--- src/logic/mpio_defs.svh ---
// register offsets, field masks and reset values for the multi-port pin bank
`ifndef MPIO_DEFS_SVH
`define MPIO_DEFS_SVH
`define MPIO_ADDR_W        12
`define MPIO_OFF_A_LATCH   12'h007
`define MPIO_OFF_B_LATCH   12'h008
`define MPIO_OFF_C_LATCH   12'h009
`define MPIO_OFF_A_PIN     12'h014
`define MPIO_OFF_B_PIN     12'h015
`define MPIO_OFF_C_PIN     12'h016
`define MPIO_OFF_A_DIR     12'hF21
`define MPIO_OFF_B_DIR     12'hF22
`define MPIO_OFF_C_DIR     12'hF23
`define MPIO_OFF_C_PULLUP  12'hF30
`define MPIO_OFF_A_FUNC    12'hF3B
`define MPIO_OFF_B_FUNC    12'hF3C
`define MPIO_OFF_C_FUNC    12'hF3D
`define MPIO_OFF_C_ODRAIN  12'hF4A
`define MPIO_RESET_VALUE   8'h00
`define MPIO_MASK_A_ALL    8'hFF
`define MPIO_MASK_A_FUNC   8'h1F
`define MPIO_MASK_B_ALL    8'h0F
`define MPIO_MASK_B_FUNC   8'h03
`define MPIO_MASK_C_ALL    8'h03
`endif

--- src/logic/mpio_pkg.sv ---
// types shared by the multi-port pin bank
package mpio_pkg;
  // cpu side register access
  typedef struct packed {
    logic [11:0] addr;
    logic [7:0]  wdata;
    logic        wr;
    logic        rd;
  } mpio_bus_s;
  // one two-signal pin group of a port
  typedef struct packed {
    logic [7:0] out;
    logic [7:0] oe;
  } mpio_drive_s;
endpackage

--- src/logic/mpio_pin_slice.sv ---
// one pin: picks drive source, enable and read-back value
`timescale 1ns/1ps
module mpio_pin_slice (
  input  wire logic i_dir,
  input  wire logic i_func,
  input  wire logic i_latch,
  input  wire logic i_periph,
  input  wire logic i_odrain,
  input  wire logic i_pin,
  output logic      o_level,
  output logic      o_enable,
  output logic      o_read
);
  // source select and open-drain handling
  always_comb begin
    o_level  = i_func ? i_periph : i_latch;
    // open drain drives only while the level is low
    o_enable = i_dir & ~(i_odrain & o_level);
    // input or open-drain output reads the pin, push-pull reads zero
    o_read   = (~i_dir | i_odrain) & i_pin;
  end
endmodule

--- src/logic/mpio_bank.sv ---
// register file and pin muxing of the eight-, four- and two-pin ports
`timescale 1ns/1ps
`include "mpio_defs.svh"
module mpio_bank (
  input  wire logic             i_clock,
  input  wire logic             i_resetn,
  input  wire mpio_pkg::mpio_bus_s i_bus,
  output logic [7:0]            o_rdata,
  input  wire logic [7:0]       i_pin_a,
  input  wire logic [3:0]       i_pin_b,
  input  wire logic [1:0]       i_pin_c,
  output mpio_pkg::mpio_drive_s o_drive_a,
  output logic [3:0]            o_out_b,
  output logic [3:0]            o_oe_b,
  output logic [1:0]            o_out_c,
  output logic [1:0]            o_oe_c,
  output logic [1:0]            o_pullup_c,
  input  wire logic             i_divider_out,
  input  wire logic [1:0]       i_alt_pulse_out,
  input  wire logic [3:0]       i_pulse_out,
  input  wire logic [3:0]       i_pwm_out,
  input  wire logic [3:0]       i_pwm_select,
  input  wire logic             i_serial_tx,
  output logic [2:0]            o_ext_irq_in,
  output logic [1:0]            o_alt_timer_in,
  output logic [3:0]            o_timer_in,
  output logic                  o_serial_rx
);
  import mpio_pkg::*;

  // ************************************************************
  // register state
  // ************************************************************
  logic [7:0] a_latch, a_dir, a_func, b_latch, b_dir, b_func;
  logic [1:0] c_latch, c_dir, c_func, c_odrain, c_pullup;
  logic [7:0] next_a_latch, next_a_dir, next_a_func;
  logic [7:0] next_b_latch, next_b_dir, next_b_func;
  logic [1:0] next_c_latch, next_c_dir, next_c_func, next_c_odrain, next_c_pullup;
  logic [7:0] next_rdata;

  // byte writes, masked so read-only bits stay zero
  always_comb begin
    next_a_latch  = a_latch;
    next_a_dir    = a_dir;
    next_a_func   = a_func;
    next_b_latch  = b_latch;
    next_b_dir    = b_dir;
    next_b_func   = b_func;
    next_c_latch  = c_latch;
    next_c_dir    = c_dir;
    next_c_func   = c_func;
    next_c_odrain = c_odrain;
    next_c_pullup = c_pullup;
    if (i_bus.wr) begin
      unique case (i_bus.addr)
        `MPIO_OFF_A_LATCH:  next_a_latch = i_bus.wdata & `MPIO_MASK_A_ALL;
        `MPIO_OFF_A_DIR:    next_a_dir = i_bus.wdata & `MPIO_MASK_A_ALL;
        `MPIO_OFF_A_FUNC:   next_a_func = i_bus.wdata & `MPIO_MASK_A_FUNC;
        `MPIO_OFF_B_LATCH:  next_b_latch = i_bus.wdata & `MPIO_MASK_B_ALL;
        `MPIO_OFF_B_DIR:    next_b_dir = i_bus.wdata & `MPIO_MASK_B_ALL;
        `MPIO_OFF_B_FUNC:   next_b_func = i_bus.wdata & `MPIO_MASK_B_FUNC;
        `MPIO_OFF_C_LATCH:  next_c_latch = i_bus.wdata[1:0];
        `MPIO_OFF_C_DIR:    next_c_dir = i_bus.wdata[1:0];
        `MPIO_OFF_C_FUNC:   next_c_func = i_bus.wdata[1:0];
        `MPIO_OFF_C_ODRAIN: next_c_odrain = i_bus.wdata[1:0];
        `MPIO_OFF_C_PULLUP: next_c_pullup = i_bus.wdata[1:0];
        default: ;
      endcase
    end
  end

  // register bank; every field clears to zero while reset is low
  always_ff @(posedge i_clock or negedge i_resetn) begin
    if (!i_resetn) begin
      a_latch  <= `MPIO_RESET_VALUE;
      a_dir    <= `MPIO_RESET_VALUE;
      a_func   <= `MPIO_RESET_VALUE;
      b_latch  <= `MPIO_RESET_VALUE;
      b_dir    <= `MPIO_RESET_VALUE;
      b_func   <= `MPIO_RESET_VALUE;
      c_latch  <= 2'h0;
      c_dir    <= 2'h0;
      c_func   <= 2'h0;
      c_odrain <= 2'h0;
      c_pullup <= 2'h0;
    end else begin
      a_latch  <= next_a_latch;
      a_dir    <= next_a_dir;
      a_func   <= next_a_func;
      b_latch  <= next_b_latch;
      b_dir    <= next_b_dir;
      b_func   <= next_b_func;
      c_latch  <= next_c_latch;
      c_dir    <= next_c_dir;
      c_func   <= next_c_func;
      c_odrain <= next_c_odrain;
      c_pullup <= next_c_pullup;
    end
  end

  // ************************************************************
  // pin slices
  // ************************************************************
  logic [7:0] a_per, a_lvl, a_en, a_rd;
  logic [3:0] b_per, b_lvl, b_en, b_rd;
  logic [1:0] c_lvl, c_en, c_rd;

  // peripheral output per pin; pwm select picks pwm over pulse
  always_comb begin
    a_per    = 8'h00;
    a_per[4] = i_divider_out;
    a_per[3] = i_alt_pulse_out[1];
    a_per[2] = i_alt_pulse_out[0];
    a_per[1] = i_pwm_select[1] ? i_pwm_out[1] : i_pulse_out[1];
    a_per[0] = i_pwm_select[0] ? i_pwm_out[0] : i_pulse_out[0];
    b_per    = 4'h0;
    b_per[1] = i_pwm_select[3] ? i_pwm_out[3] : i_pulse_out[3];
    b_per[0] = i_pwm_select[2] ? i_pwm_out[2] : i_pulse_out[2];
  end

  // one slice per pin; only port c has a real open-drain select
  genvar g;
  generate
    for (g = 0; g < 8; g = g + 1) begin : g_a
      mpio_pin_slice u_a (
        .i_dir(a_dir[g]), .i_func(a_func[g]), .i_latch(a_latch[g]),
        .i_periph(a_per[g]), .i_odrain(1'b0), .i_pin(i_pin_a[g]),
        .o_level(a_lvl[g]), .o_enable(a_en[g]), .o_read(a_rd[g])
      );
    end
    for (g = 0; g < 4; g = g + 1) begin : g_b
      mpio_pin_slice u_b (
        .i_dir(b_dir[g]), .i_func(b_func[g]), .i_latch(b_latch[g]),
        .i_periph(b_per[g]), .i_odrain(1'b0), .i_pin(i_pin_b[g]),
        .o_level(b_lvl[g]), .o_enable(b_en[g]), .o_read(b_rd[g])
      );
    end
    for (g = 0; g < 2; g = g + 1) begin : g_c
      mpio_pin_slice u_c (
        .i_dir(c_dir[g]), .i_func(c_func[g]), .i_latch(c_latch[g]),
        .i_periph(i_serial_tx), .i_odrain(c_odrain[g]), .i_pin(i_pin_c[g]),
        .o_level(c_lvl[g]), .o_enable(c_en[g]), .o_read(c_rd[g])
      );
    end
  endgenerate

  // ************************************************************
  // registered outputs
  // ************************************************************
  // read mux; idle cycles and unmapped offsets return zero
  always_comb begin
    next_rdata = 8'h00;
    if (i_bus.rd) begin
      unique case (i_bus.addr)
        `MPIO_OFF_A_LATCH:  next_rdata = a_latch;
        `MPIO_OFF_A_DIR:    next_rdata = a_dir;
        `MPIO_OFF_A_FUNC:   next_rdata = a_func;
        `MPIO_OFF_A_PIN:    next_rdata = a_rd;
        `MPIO_OFF_B_LATCH:  next_rdata = b_latch;
        `MPIO_OFF_B_DIR:    next_rdata = b_dir;
        `MPIO_OFF_B_FUNC:   next_rdata = b_func;
        `MPIO_OFF_B_PIN:    next_rdata = {4'h0, b_rd};
        `MPIO_OFF_C_LATCH:  next_rdata = {6'h00, c_latch};
        `MPIO_OFF_C_DIR:    next_rdata = {6'h00, c_dir};
        `MPIO_OFF_C_FUNC:   next_rdata = {6'h00, c_func};
        `MPIO_OFF_C_ODRAIN: next_rdata = {6'h00, c_odrain};
        `MPIO_OFF_C_PULLUP: next_rdata = {6'h00, c_pullup};
        `MPIO_OFF_C_PIN:    next_rdata = {6'h00, c_rd};
        default:            next_rdata = 8'h00;
      endcase
    end
  end

  logic [1:0] next_pullup_c;
  logic [2:0] next_ext_irq_in;
  logic [1:0] next_alt_timer_in;
  logic [3:0] next_timer_in;
  logic       next_serial_rx;

  // peripheral inputs see a pin only while it is an input; serial rx also sees port c pin 0 while it is an open-drain output
  always_comb begin
    next_pullup_c     = c_pullup & (~c_dir | c_odrain);
    next_ext_irq_in   = i_pin_a[7:5] & ~a_dir[7:5];
    next_alt_timer_in = i_pin_a[3:2] & ~a_dir[3:2];
    next_timer_in     = {i_pin_b[1:0] & ~b_dir[1:0], i_pin_a[1:0] & ~a_dir[1:0]};
    next_serial_rx    = c_rd[0];
  end

  // output flops; every top-level output leaves from here
  always_ff @(posedge i_clock or negedge i_resetn) begin
    if (!i_resetn) begin
      o_rdata        <= 8'h00;
      o_drive_a      <= '0;
      o_out_b        <= 4'h0;
      o_oe_b         <= 4'h0;
      o_out_c        <= 2'h0;
      o_oe_c         <= 2'h0;
      o_pullup_c     <= 2'h0;
      o_ext_irq_in   <= 3'h0;
      o_alt_timer_in <= 2'h0;
      o_timer_in     <= 4'h0;
      o_serial_rx    <= 1'b0;
    end else begin
      o_rdata        <= next_rdata;
      o_drive_a.out  <= a_lvl;
      o_drive_a.oe   <= a_en;
      o_out_b        <= b_lvl;
      o_oe_b         <= b_en;
      o_out_c        <= c_lvl;
      o_oe_c         <= c_en;
      o_pullup_c     <= next_pullup_c;
      o_ext_irq_in   <= next_ext_irq_in;
      o_alt_timer_in <= next_alt_timer_in;
      o_timer_in     <= next_timer_in;
      o_serial_rx    <= next_serial_rx;
    end
  end

  // ************************************************************
  // checks
  // ************************************************************
  // state and enables are clear on the first edge after reset
  dir_reset_a: assert property (@(posedge i_clock) $rose(i_resetn) |-> a_dir == 8'h00)
    else $error("direction not cleared at reset");
  reset_idle_a: assert property (@(posedge i_clock) $rose(i_resetn) |->
    (o_drive_a.oe == 8'h00 && o_oe_b == 4'h0 && o_oe_c == 2'h0))
    else $error("pin enabled at reset");
  latch_reset_a: assert property (@(posedge i_clock) $rose(i_resetn) |->
    (a_latch == 8'h00 && b_latch == 8'h00 && c_latch == 2'h0))
    else $error("latch not cleared at reset");
  func_reset_a: assert property (@(posedge i_clock) $rose(i_resetn) |->
    (a_func == 8'h00 && b_func == 8'h00 && c_func == 2'h0))
    else $error("function select not cleared at reset");
  // port a drive follows direction, latch and function select
  drive_latch_a: assert property (@(posedge i_clock) disable iff (!i_resetn)
    (a_dir[5] && !a_func[5]) |=> o_drive_a.out[5] == $past(a_latch[5]))
    else $error("port a pin not driven by latch");
  func_route_a: assert property (@(posedge i_clock) disable iff (!i_resetn)
    (a_dir[4] && a_func[4]) |=> o_drive_a.out[4] == $past(i_divider_out))
    else $error("divider not routed");
  oe_follow_a: assert property (@(posedge i_clock) disable iff (!i_resetn)
    1 |=> o_drive_a.oe == $past(a_dir))
    else $error("port a enable not following direction");
  // port b: bits 3 and 2 stay plain io, bits 1 and 0 may carry a peripheral
  b_gpio_a: assert property (@(posedge i_clock) disable iff (!i_resetn)
    b_dir[3] |=> o_out_b[3] == $past(b_latch[3]) && o_oe_b[3])
    else $error("port b bit 3 not driven by latch");
  b_route_a: assert property (@(posedge i_clock) disable iff (!i_resetn)
    (b_dir[0] && b_func[0] && i_pwm_select[2]) |=> o_out_b[0] == $past(i_pwm_out[2]))
    else $error("port b peripheral not routed");
  // interrupt and timer inputs are fed only from input-mode pins
  irq_feed_a: assert property (@(posedge i_clock) disable iff (!i_resetn)
    1 |=> o_ext_irq_in == ($past(i_pin_a[7:5]) & ~$past(a_dir[7:5])))
    else $error("irq input mismatch");
  alt_feed_a: assert property (@(posedge i_clock) disable iff (!i_resetn)
    1 |=> o_alt_timer_in == ($past(i_pin_a[3:2]) & ~$past(a_dir[3:2])))
    else $error("alternate timer input mismatch");
  timer_feed_a: assert property (@(posedge i_clock) disable iff (!i_resetn)
    1 |=> o_timer_in[3:2] == ($past(i_pin_b[1:0]) & ~$past(b_dir[1:0])))
    else $error("port b timer input mismatch");
  // pin reads return zero for push-pull outputs and unused bits
  pin_read_a: assert property (@(posedge i_clock) disable iff (!i_resetn)
    (i_bus.rd && i_bus.addr == `MPIO_OFF_A_PIN) |=> o_rdata == ($past(i_pin_a) & ~$past(a_dir)))
    else $error("port a pin read wrong");
  b_upper_a: assert property (@(posedge i_clock) disable iff (!i_resetn)
    b_dir[7:4] == 4'h0 && b_func[7:2] == 6'h00)
    else $error("port b read-only bits set");
  b_read_a: assert property (@(posedge i_clock) disable iff (!i_resetn)
    (i_bus.rd && i_bus.addr == `MPIO_OFF_B_PIN) |=> o_rdata[7:4] == 4'h0)
    else $error("port b upper read nonzero");
  c_read_a: assert property (@(posedge i_clock) disable iff (!i_resetn)
    (i_bus.rd && i_bus.addr == `MPIO_OFF_C_PIN) |=>
    o_rdata == {6'h00, $past(i_pin_c) & (~$past(c_dir) | $past(c_odrain))})
    else $error("port c pin read wrong");
  // port c output stage, serial routing and pull-up gating
  odrain_hi_a: assert property (@(posedge i_clock) disable iff (!i_resetn)
    (c_dir[0] && c_odrain[0] && c_lvl[0]) |=> !o_oe_c[0])
    else $error("open drain drove high");
  serial_route_a: assert property (@(posedge i_clock) disable iff (!i_resetn)
    (c_dir[1] && c_func[1] && !c_odrain[1]) |=> o_out_c[1] == $past(i_serial_tx) && o_oe_c[1])
    else $error("serial transmit not routed");
  pullup_gate_a: assert property (@(posedge i_clock) disable iff (!i_resetn)
    (c_dir[1] && !c_odrain[1]) |=> !o_pullup_c[1])
    else $error("pull-up on push-pull pin");
  pullup_on_a: assert property (@(posedge i_clock) disable iff (!i_resetn)
    (c_pullup[0] && !c_dir[0]) |=> o_pullup_c[0])
    else $error("pull-up missing on input pin");
endmodule

--- config.mk ---
export PLATFORM = sky130hd
export DESIGN_NAME = mpio_bank
export DESIGN_NICKNAME = d
export VERILOG_FILES = /design/src/logic/mpio_pkg.sv /design/src/logic/mpio_pin_slice.sv /design/src/logic/mpio_bank.sv
export VERILOG_INCLUDE_DIRS = /design/src /design/src/logic
export SDC_FILE = /design/constraint.sdc
export NUM_CORES = 1
export LEC_CHECK = 0
export BUFFER_PORTS_ARGS = -buffer_cell sky130_fd_sc_hd__buf_2
export CAP_MARGIN = 20
export CORE_UTILIZATION = 50
export DETAILED_ROUTE_END_ITERATION = 7
export GPL_ROUTABILITY_DRIVEN = 0
export PLACE_DENSITY = 0.85
export REMOVE_ABC_BUFFERS = 1
export SYNTH_ARGS = -nofsm -noshare
export SYNTH_HDL_FRONTEND = slang
export SYNTH_HIERARCHICAL = 1
export SYNTH_SLANG_ARGS = --single-unit
--- constraint.sdc ---
create_clock -name i_clock -period 2.05 [get_ports i_clock]
set_clock_uncertainty 0.1 [all_clocks]
set_input_delay 0.1025 -clock i_clock [delete_from_list [all_inputs] [get_ports i_clock]]
set_output_delay 0.1025 -clock i_clock [all_outputs]
set_load 0.005 [all_outputs]
==> results.toml <==
[status]
outcome = "complete, no violations"

[yosys]
yosys.cell_types.count = 47
async_reset_ff_frac = 1.00
synth_commonest_cells = "dfrtp_1, mux2_2, mux2_4"
syn_area_um2 = 4270
synthTopCellsByArea = "dfrtp_1, mux2_4, mux2_2"
ys_seq_area_frac = 0.522
synth_edf_count = 0
post-synth-top-count-cell = "dfrtp_1"
synthCells = 323
synth-seq-cells = 89
syn_avg_cell_area_um2 = 13.2
yosysWarnings = 6
synth_top_area_share = 0.522
synth_ff_type = "dfrtp_1"
yosysTopAreaCell = "dfrtp_1"

[critical_path]
slowest_stage = "dlygate4sd3_1"
crit_buf_inv = 2
cp_top_family = "compound AO/OA/AOI/OAI gates"
required_ns = 2.17
worst-setup-path-type = "primary input to register"
worstSetupEndpointType = "register"
start_kind = "primary input"
slowest_delay_ns = 0.54
worstPathArrival_ns = 1.96
crit_fanout = 2
crit_chain = "dlygate4sd3_1 -> buf_2 -> a21boi_0 -> mux2i_1 -> o21ai_0 -> a22o_1 -> a222oi_1 -> a31oi_1"

[detailed_routing]
drc = 0
drt_first_pass_iters = 6
routed_via_density = 5.46
num_vias = 3268
routedWlPerCell_um = 17.4
wl_mm = 10.4
ant_nets = 0
drtIter0Drc = 275

[cts]
clock-sinks = 89
cts_tree = "done"
insertion_delay_ns = 0.35
clk_pin_slew_ns = 0.08
cts_resized = 0
cts_max_path_buffers = 2
cts-htree-levels = 3
post_cts_buffers = 0
numCtsBuffers = 9
clockRootBuffer = "clkbuf_8"

[timing]
hold_viol_final = 0
hold-worst-slack_ns = 0.0311
setup_viol = 0
period_minus_slack_ns = 1.84
fin_tns_setup_ns = 0
maxSlewViolCount = 0
fmax_mhz = 545
finalCritPeriodShare = 0.895
slew_headroom = 0.580
final.setup.worst_slack_ns = 0.215
worst_pin_slew_ns = 0.630
rsz0062_at_grt = "false"

[global_routing]
use_met2 = 0.405
grt_pass1_wl_mm = 16.6
met1_usage = 0.322
antenna_found_initial = 0
grt_use_total = 0.250
grt_max_degree = 49
grt_busiest_layer = "met2"
met3_usage = 0.0556
grt-ovfl-total = 0
grt_pass1_vias = 3282

[placed_design]
dpl_cell_area_um2 = 5030
dp_hpwl_mm = 7.58
pre_cts_ws_ns = 0.224
port_buffers = 101

[finish]
area_growth_pct = 27.1
drive_gt1_frac = 0.431
antenna_cells = 0
design_area_um2 = 5420
nets = 544

[pwr]
p_per_area_nw_per_um2 = 578
ir_worst_vdd_mv = 0.353
total_power_mw = 3.13
p_leak_nw = 2.78

[floorplanning]
die_w_um = 94.4
core_um2 = 8220
die-area_um2 = 8910
num_rows = 33
start_util = 0.519
ios = 102
die_h_um = 94.4

[flow_run]
drv_cap = 0

[hold_path]
hold_class = "primary input to register"
[worst register-to-register path, delay by kind of cell (launching register included)]
kind / cells / cell delay [ns]
AOI/OAI and AO/OA: 5 / 0.94
DFF: 1 / 0.35
muxes: 1 / 0.23
[flip-flops by register name, indices dropped and copies added (netlist names), 5 cells and up]
register	count
a_func	5
a_latch	8
o_rdata	8
a_dir	8
o_drive_a	16
[area by class of cell]
cell class	instances	area, um^2
Fill cell	590	2800
Sequential cell	89	2230
Multi-Input combinational cell	240	2030
Timing Repair Buffer	133	806
Clock buffer	12	145
Tap cell	105	131
Inverter	17	63.8
Clock inverter	3	17.5
[worst paths after layout]
path | cells after the start | slack (ns) | endpoint | startpoint
setup / recovery | 8 | 0.21 | o_rdata[1]$_DFF_PN0_ | i_pin_b[1]
hold / removal | 3 | 0.03 | o_out_b[1]$_DFF_PN0_ | i_pwm_out[3]
setup reg to reg | 6 | 0.30 | o_rdata[1]$_DFF_PN0_ | b_dir[1]$_DFFE_PN0P_
hold reg to reg | 1 | 0.41 | o_ext_irq_in[0]$_DFF_PN0_ | a_dir[5]$_DFFE_PN0P_
max in group asynchronous | 3 | 0.96 | o_oe_b[2]$_DFF_PN0_ | i_resetn
min in group asynchronous | 2 | 0.20 | o_drive_a[15]$_DFF_PN0_ | i_resetn
[layer usage]
layer,wire length [um],part of all wire,vias to the layer above
li1,-,-,1479
met5,0,0,-
met3,705,0.068,30
met4,336,0.032,0
met2,5050,0.49,167
met1,4320,0.41,1592
[through the flow]
step / utilization / std cells
floorplan: - / 346
global placement: 0.612 / 561
detailed placement: 0.612 / 561
CTS: 0.660 / 599
global route: 0.660 / 599
finish: 0.660 / 599
[cells by family after synthesis]
| logic type | count (synthesis) | share of synthesized area |
|---|---|---|
| flops | 89 | 0.522 |
| simple gates | 76 | 0.123 |
| compound gates | 66 | 0.131 |
| buf+inv | 27 | 0.0311 |
| other cells | 1 | 0.000879 |
| mux | 64 | 0.192 |
[timing repair]
| action | in CTS | in global routing |
|---|---|---|
| hold endpoints to repair | 84 | 0 |
| endpoints found under the setup margin | 0 | 0 |
| hold buffers | 23 | 0 |
[power breakdown]
group / switching, mW / internal, mW / total, mW / leakage (nW)
registers: 0.00802 / 1.77 / 1.78 / 1.21
clock network: 0.586 / 0.464 / 1.05 / 0.0822
logic: 0.164 / 0.138 / 0.302 / 1.48
total: 0.758 / 2.38 / 3.13 / 2.78
[placed cells by master (no fill, tap or decap), drive strengths merged, types with 7 or more instances in the layout]
cell type,synthesis,routed
dlygate4sd3,0,23
clkbuf,2,12
dfrtp,89,89
a21boi,30,30
buf,8,110
conb,1,34
inv,17,17
nor2b,12,12
nor2,12,12
and3,7,7
nand2,14,14
mux2,62,62
a222oi,9,9
Power figures use the tool's default switching activity.
